### src/core/fcb_pkg.sv
`default_nettype none
package fcb_pkg;
  // register port geometry
  localparam int ADDR_W   = 11;
  localparam int DATA_W   = 24;
  // coefficient widths
  localparam int SIDE_W   = 12;
  localparam int CTR_W    = 18;
  localparam int NUM_TAPS = 5;
  // index of the centre tap in the tap array (taps 2..6 -> 0..4)
  localparam int CTR_IDX  = 3;
  // register offsets
  localparam logic [ADDR_W-1:0] CFG_ADDR  = 11'h400;
  localparam logic [ADDR_W-1:0] TAP2_ADDR = 11'h41a;
  localparam logic [ADDR_W-1:0] TAP3_ADDR = 11'h41c;
  localparam logic [ADDR_W-1:0] TAP4_ADDR = 11'h41e;
  localparam logic [ADDR_W-1:0] CTR_ADDR  = 11'h420;
  localparam logic [ADDR_W-1:0] TAP6_ADDR = 11'h423;
  localparam logic [NUM_TAPS-1:0][ADDR_W-1:0] TAP_ADDR =
    {TAP6_ADDR, CTR_ADDR, TAP4_ADDR, TAP3_ADDR, TAP2_ADDR};
  // config field positions
  localparam int MODE_LSB  = 0;
  localparam int SCW_LSB   = 2;
  localparam int MERGE_BIT = 5;
  localparam int SHARE_BIT = 6;
  // reset values and limits
  localparam logic [CTR_W-1:0] COEF_RST = 18'h0;
  localparam logic [2:0]       SCW_RST  = 3'h0;
  localparam logic [2:0]       SCW_MAX  = 3'h6;
  localparam logic [7:0]       SCW_BASE = 8'h10;
  // filter mode encodings
  typedef enum logic [1:0] {
    FCB_BYPASS = 2'b00,
    FCB_RSVD1  = 2'b01,
    FCB_ENABLE = 2'b10,
    FCB_RSVD3  = 2'b11
  } fcb_mode_e;
endpackage
`default_nettype wire

### src/core/fcb_bank.sv
// Functional notes
// - side taps: signed 12 bits in 24, top twelve reserved
// - centre tap: signed 18 bits in 24
// - readback returns coefficient sign bit as zero
// - dual mode: registers feed channel A filter
// - single mode: registers feed merged filter
// - all coefficient registers reset to zero
// - mode 0 bypasses, mode 2 enables filter
`default_nettype none
module fcb_bank
  import fcb_pkg::*;
(
  input  wire logic              mclk_in,
  input  wire logic              reset_n_in,
  input  wire logic              ce_in,
  input  wire logic [ADDR_W-1:0] addr_in,
  input  wire logic [DATA_W-1:0] wdata_in,
  input  wire logic              wr_in,
  input  wire logic              rd_in,
  input  wire logic              serial_link_enable_in,
  output logic      [DATA_W-1:0] rdata_out,
  output logic                   filter_enable_out,
  output logic                   filter_merge_ctl_out,
  output logic                   coef_share_out,
  output logic      [2:0]        side_coef_weight_out,
  output logic      [7:0]        side_lsb_neg_exp_out,
  output logic      [SIDE_W-1:0] chan_a_tap2_out,
  output logic      [SIDE_W-1:0] chan_a_tap3_out,
  output logic      [SIDE_W-1:0] chan_a_tap4_out,
  output logic      [CTR_W-1:0]  chan_a_center_out,
  output logic      [SIDE_W-1:0] chan_a_tap6_out,
  output logic      [SIDE_W-1:0] merged_tap2_out,
  output logic      [SIDE_W-1:0] merged_tap3_out,
  output logic      [SIDE_W-1:0] merged_tap4_out,
  output logic      [CTR_W-1:0]  merged_center_out,
  output logic      [SIDE_W-1:0] merged_tap6_out
);

  logic [CTR_W-1:0]  coef_r   [NUM_TAPS];
  logic [CTR_W-1:0]  coef_nxt [NUM_TAPS];
  logic [CTR_W-1:0]  coef_rb  [NUM_TAPS];
  logic [1:0]        mode_r;
  logic [1:0]        mode_nxt;
  logic [2:0]        scw_r;
  logic [2:0]        scw_nxt;
  logic              merge_r;
  logic              merge_nxt;
  logic              share_r;
  logic              share_nxt;
  logic [DATA_W-1:0] rdata_r;
  logic [DATA_W-1:0] rdata_nxt;
  logic              cfg_wr;
  logic [2:0]        scw_eff;
  logic              merged;

  assign cfg_wr = ce_in && wr_in && (addr_in == CFG_ADDR);

  // per-tap storage, write decode and readback image
  for (genvar i = 0; i < NUM_TAPS; i++) begin : g_tap
    localparam int W = (i == CTR_IDX) ? CTR_W : SIDE_W;
    logic [CTR_W-1:0] wmask;
    assign wmask = CTR_W'((2 ** W) - 1);
    always_comb begin
      coef_nxt[i] = coef_r[i];
      if (ce_in && wr_in && (addr_in == TAP_ADDR[i])) begin
        coef_nxt[i] = wdata_in[CTR_W-1:0] & wmask;
      end
    end
    always_ff @(posedge mclk_in or negedge reset_n_in) begin
      if (!reset_n_in) begin
        coef_r[i] <= COEF_RST;
      end else begin
        coef_r[i] <= coef_nxt[i];
      end
    end
    // sign bit always reads back as zero
    assign coef_rb[i] = coef_r[i] & (wmask >> 1);
  end

  // configuration register next state
  always_comb begin
    mode_nxt  = mode_r;
    scw_nxt   = scw_r;
    merge_nxt = merge_r;
    share_nxt = share_r;
    if (cfg_wr) begin
      mode_nxt  = wdata_in[MODE_LSB +: 2];
      scw_nxt   = wdata_in[SCW_LSB +: 3];
      merge_nxt = wdata_in[MERGE_BIT];
      share_nxt = wdata_in[SHARE_BIT];
    end
  end

  always_ff @(posedge mclk_in or negedge reset_n_in) begin
    if (!reset_n_in) begin
      mode_r  <= FCB_BYPASS;
      scw_r   <= SCW_RST;
      merge_r <= 1'b0;
      share_r <= 1'b0;
    end else begin
      mode_r  <= mode_nxt;
      scw_r   <= scw_nxt;
      merge_r <= merge_nxt;
      share_r <= share_nxt;
    end
  end

  // read mux, answered one cycle after the strobe
  always_comb begin
    rdata_nxt = '0;
    if (ce_in && rd_in) begin
      if (addr_in == CFG_ADDR) begin
        rdata_nxt[MODE_LSB +: 2] = mode_r;
        rdata_nxt[SCW_LSB +: 3]  = scw_r;
        rdata_nxt[MERGE_BIT]     = merge_r;
        rdata_nxt[SHARE_BIT]     = share_r;
        rdata_nxt[7]             = serial_link_enable_in;
      end
      for (int k = 0; k < NUM_TAPS; k++) begin
        if (addr_in == TAP_ADDR[k]) begin
          rdata_nxt = {{(DATA_W-CTR_W){1'b0}}, coef_rb[k]};
        end
      end
    end else if (!ce_in) begin
      rdata_nxt = rdata_r;
    end
  end

  always_ff @(posedge mclk_in or negedge reset_n_in) begin
    if (!reset_n_in) begin
      rdata_r <= '0;
    end else begin
      rdata_r <= rdata_nxt;
    end
  end

  assign rdata_out = rdata_r;

  // filter controls; reserved modes act as bypass
  assign filter_enable_out    = (mode_r == FCB_ENABLE);
  assign merged               = merge_r;
  assign filter_merge_ctl_out = merged;
  assign coef_share_out       = share_r;
  // weights above the top step are held at the top step
  assign scw_eff              = (scw_r > SCW_MAX) ? SCW_MAX : scw_r;
  assign side_coef_weight_out = scw_eff;
  assign side_lsb_neg_exp_out = SCW_BASE - {5'h0, scw_eff};

  // route coefficients to channel A filter or merged filter
  assign chan_a_tap2_out   = merged ? '0 : coef_r[0][SIDE_W-1:0];
  assign chan_a_tap3_out   = merged ? '0 : coef_r[1][SIDE_W-1:0];
  assign chan_a_center_out = merged ? '0 : coef_r[CTR_IDX];
  assign chan_a_tap4_out   = merged ? '0 : coef_r[2][SIDE_W-1:0];
  assign chan_a_tap6_out   = merged ? '0 : coef_r[4][SIDE_W-1:0];
  assign merged_tap2_out   = merged ? coef_r[0][SIDE_W-1:0] : '0;
  assign merged_tap3_out   = merged ? coef_r[1][SIDE_W-1:0] : '0;
  assign merged_center_out = merged ? coef_r[CTR_IDX] : '0;
  assign merged_tap4_out   = merged ? coef_r[2][SIDE_W-1:0] : '0;
  assign merged_tap6_out   = merged ? coef_r[4][SIDE_W-1:0] : '0;

endmodule
`default_nettype wire

### config.mk
export PLATFORM = sky130hd
export DESIGN_NAME = fcb_bank
export DESIGN_NICKNAME = d
export VERILOG_FILES = /design/src/core/fcb_pkg.sv /design/src/core/fcb_bank.sv
export SDC_FILE = /design/constraint.sdc
export NUM_CORES = 1
export LEC_CHECK = 0
export BUFFER_PORTS_ARGS = -buffer_cell sky130_fd_sc_hd__clkbuf_2
export CAP_MARGIN = 20
export CORE_AREA = 4 4 105 107
export DETAILED_ROUTE_END_ITERATION = 6
export DIE_AREA = 0 0 109 111
export PLACE_DENSITY_LB_ADDON = 0.25
export REMOVE_ABC_BUFFERS = 1
export SLEW_MARGIN = 10
export SYNTH_ARGS = -nofsm -noshare
export SYNTH_HDL_FRONTEND = slang
export SYNTH_SLANG_ARGS = --single-unit
### constraint.sdc
create_clock -name mclk_in -period 2.78 [get_ports mclk_in]
set_input_delay 0.556 -clock mclk_in [delete_from_list [all_inputs] [get_ports mclk_in]]
set_output_delay 0.556 -clock mclk_in [all_outputs]
set_load 0.01 [all_outputs]
==> impl_metrics.ini <==
[global_routing]
grt_pass1_wl_um = 22500
antenna_found_initial = 0
grt_max_degree = 72
gr-total-overflow = 0
grt_pass1_vias = 4232
grt.total_usage_pct = 23.5

[sta]
hold_violations = 0
fmax_mhz = 425
slew_viol_final = 0
rsz0062_at_grt = false
maxSlewHeadroom_pct = 57.8
finClkSkew_ns = 0.0135
worst_pin_slew_ns = 0.632
fin_ws_ns = 0.430
finalSetupViolCount = 0
min_period_ns = 2.35
finalCritPeriodShare_pct = 84.5
worst_hold_slack_ns = 0.205

[clock_tree]
cts_tree = yes
insertion_delay_ns = 0.36
h-tree-depth = 3
ctsHoldBuffers = 0
cts_sinks = 90
postCtsSetupBuffers = 0
post_cts_resize_count = 0
clk_path_buf_depth = 2
cts_root_buffer = clkbuf_8
cts_buffers = 9
clk_pin_slew_worst_paths_ns = 0.09

[critical_path]
worst_setup_path_end_kind = output pin
cp_max_fo = 71
rr_endpoint = rdata_out[5]
cp_slowest_cell = dfrtp_4
critical_path_required_ns = 2.22
r2r-start = filter_merge_ctl_out
slowest_delay_ns = 0.76
worst_path_dominant_cell_family = flip-flops
arrival_ns = 1.79
r2r_cells = 3
path_class = reg -> out
start_kind = flop
path_buf_inv = 2
crit_chain = buf_12, and2_1, clkbuf_2
r2r_setup_slack_ns = 1.26

[layout]
final_cell_mix = clkbuf_2 (193), dfrtp_1 (89), nor2b_1 (73)
seqCellArea_um2 = 2260
syn_to_final_growth_pct = 24.2
drive_gt1_share_pct = 48.8
fillCellCount = 827
diodes = 0
multi_input_area_um2 = 2780
mostFrequentLayoutCell = clkbuf_2
finalNetCount = 705

[detailed_routing]
antenna_left = 0
dr.pass1.iters = 4
postRouteWirelength_um = 14500
drc = 0
detail_route.wl_per_cell_um = 18.1
vias = 4410
drt_iter0_drc = 277
viasPerCell = 5.49

[floorplan]
ios = 211
rows = 37
die_x_um = 109
die_y_um = 111
dieArea_um2 = 12100
core_area_um2 = 10100
initial_core_util_pct = 51.9

[job]
cap_viol_max_count = 0

[yosys]
syn_area_um2 = 5260
seq_area_frac_synth_pct = 42.8
synth-seq-cells = 90
synth_top_area_share_pct = 42.8
synth_top_cell_by_area = dfrtp_1
synth.area.top_cells = dfrtp_1 (43%), mux2_2 (14%), nor2b_1 (8.7%), and2_1 (8.2%), mux2_4 (2.9%)
synthArstFlopShare_pct = 100
synth-edff-count = 0
syn_inst = 479
avgSynthCellArea_um2 = 11.0
ys_types = 51
synthFlopType = dfrtp_1
yosysWarnings = 0

[place]
place.gp.congestion = 0.857
port-buffer-count = 194
dpl_worst_slack_ns = 0.194
place_hpwl_um = 10600

[min_path]
hold_path.class = in -> async

[run_status]
outcome = finished, final reports clean

[power]
leakagePower_nw = 3.60
power.density_nw_per_um2 = 368
peakVddDrop_uv = 222
==> final cells by class <==
class	count	share of cell area, %
well taps	136	2.60
clock inverters	5	0.804
clock buffers	11	2.32
inverters	4	0.230
flip-flops and latches	90	34.5
repair buffers	210	16.9
multi-input cells	348	42.6
==> worst reg2reg max path, cell delays in order (launching register included) <==
cell,delay [ns]
dfrtp_4,0.69
buf_12,0.29
a222oi_1,0.31
o21ai_0,0.11
==> synthesized netlist by cell type (4+ instances only) <==
cell type and n:
mux2_4 10, dfrtp_1 90, o221ai_1 7, o21ai_0 9
and2_1 69, nand4_1 4, nor2_1 6, o21a_1 7
a31oi_1 7, or2_2 9, a22o_1 15, clkbuf_1 26
buf_4 14, nand2_1 8, a222oi_1 8, mux2_2 65
nor2b_1 73
==> sequential cells by signal, indices dropped and copies added, names as in the netlist <==
register              flops
rdata_out                17
filter_merge_ctl_out      1
coef_share_out            1
scw_r                     3
mode_r                    2
coef_r                   66
==> worst max-delay path by stage <==
stage                               startpoint                    to  slack, ns  cells after the start
after floorplan           filter_merge_ctl_out  merged_center_out[0]      -0.07                      1
after detailed placement            addr_in[1]            coef_r[29]       0.19                      4
after global routing      filter_merge_ctl_out    merged_tap3_out[6]       0.28                      3
after CTS                 filter_merge_ctl_out    merged_tap3_out[6]       0.42                      3
final                     filter_merge_ctl_out    merged_tap3_out[6]       0.43                      3
after global placement              addr_in[1]            coef_r[31]       0.23                      4
==> per-layer routing <==
layer / wire length, µm / global-route usage (%)
met4: 346 / 7.91
met2: 6850 / 37.4
met1: 6040 / 31.9
met5: 0 / 0
met3: 1280 / 4.83
==> metrics by stage <==
step	util, %	area, µm²	power, mW	TNS (ns)	instances
2_1_floorplan	-	5050	1.41	-4.30	442
3_3_place_gp	62.4	6330	1.51	0	788
3_5_place_dp	62.4	6330	1.52	0	788
4_1_cts	64.4	6530	2.42	0	804
5_1_grt	64.4	6530	2.48	0	804
6_report	64.4	6530	2.40	0	804
==> cell families (layout without fill, tap and decap cells) <==
kind of cell,Yosys count,after routing,synth area share (%)
adder cells (fa/ha/maj),1,1,0.238
buffers and inverters,50,230,5.02
flip-flops,90,90,42.8
multiplexers,77,77,17.1
other,1,10,0.0713
AO/OA/AOI/OAI,68,68,10.2
AND/OR/NAND/NOR,192,192,24.5
==> power by group <==
| part | switching [mW] | total, mW | leakage [nW] | internal [mW] |
|---|---|---|---|---|
| Combinational | 0.117 | 0.174 | 2.24 | 0.0572 |
| Sequential | 0.00624 | 1.32 | 1.25 | 1.31 |
| Clock | 0.450 | 0.911 | 0.105 | 0.460 |
Note: power is estimated with default switching activity, not from simulation.
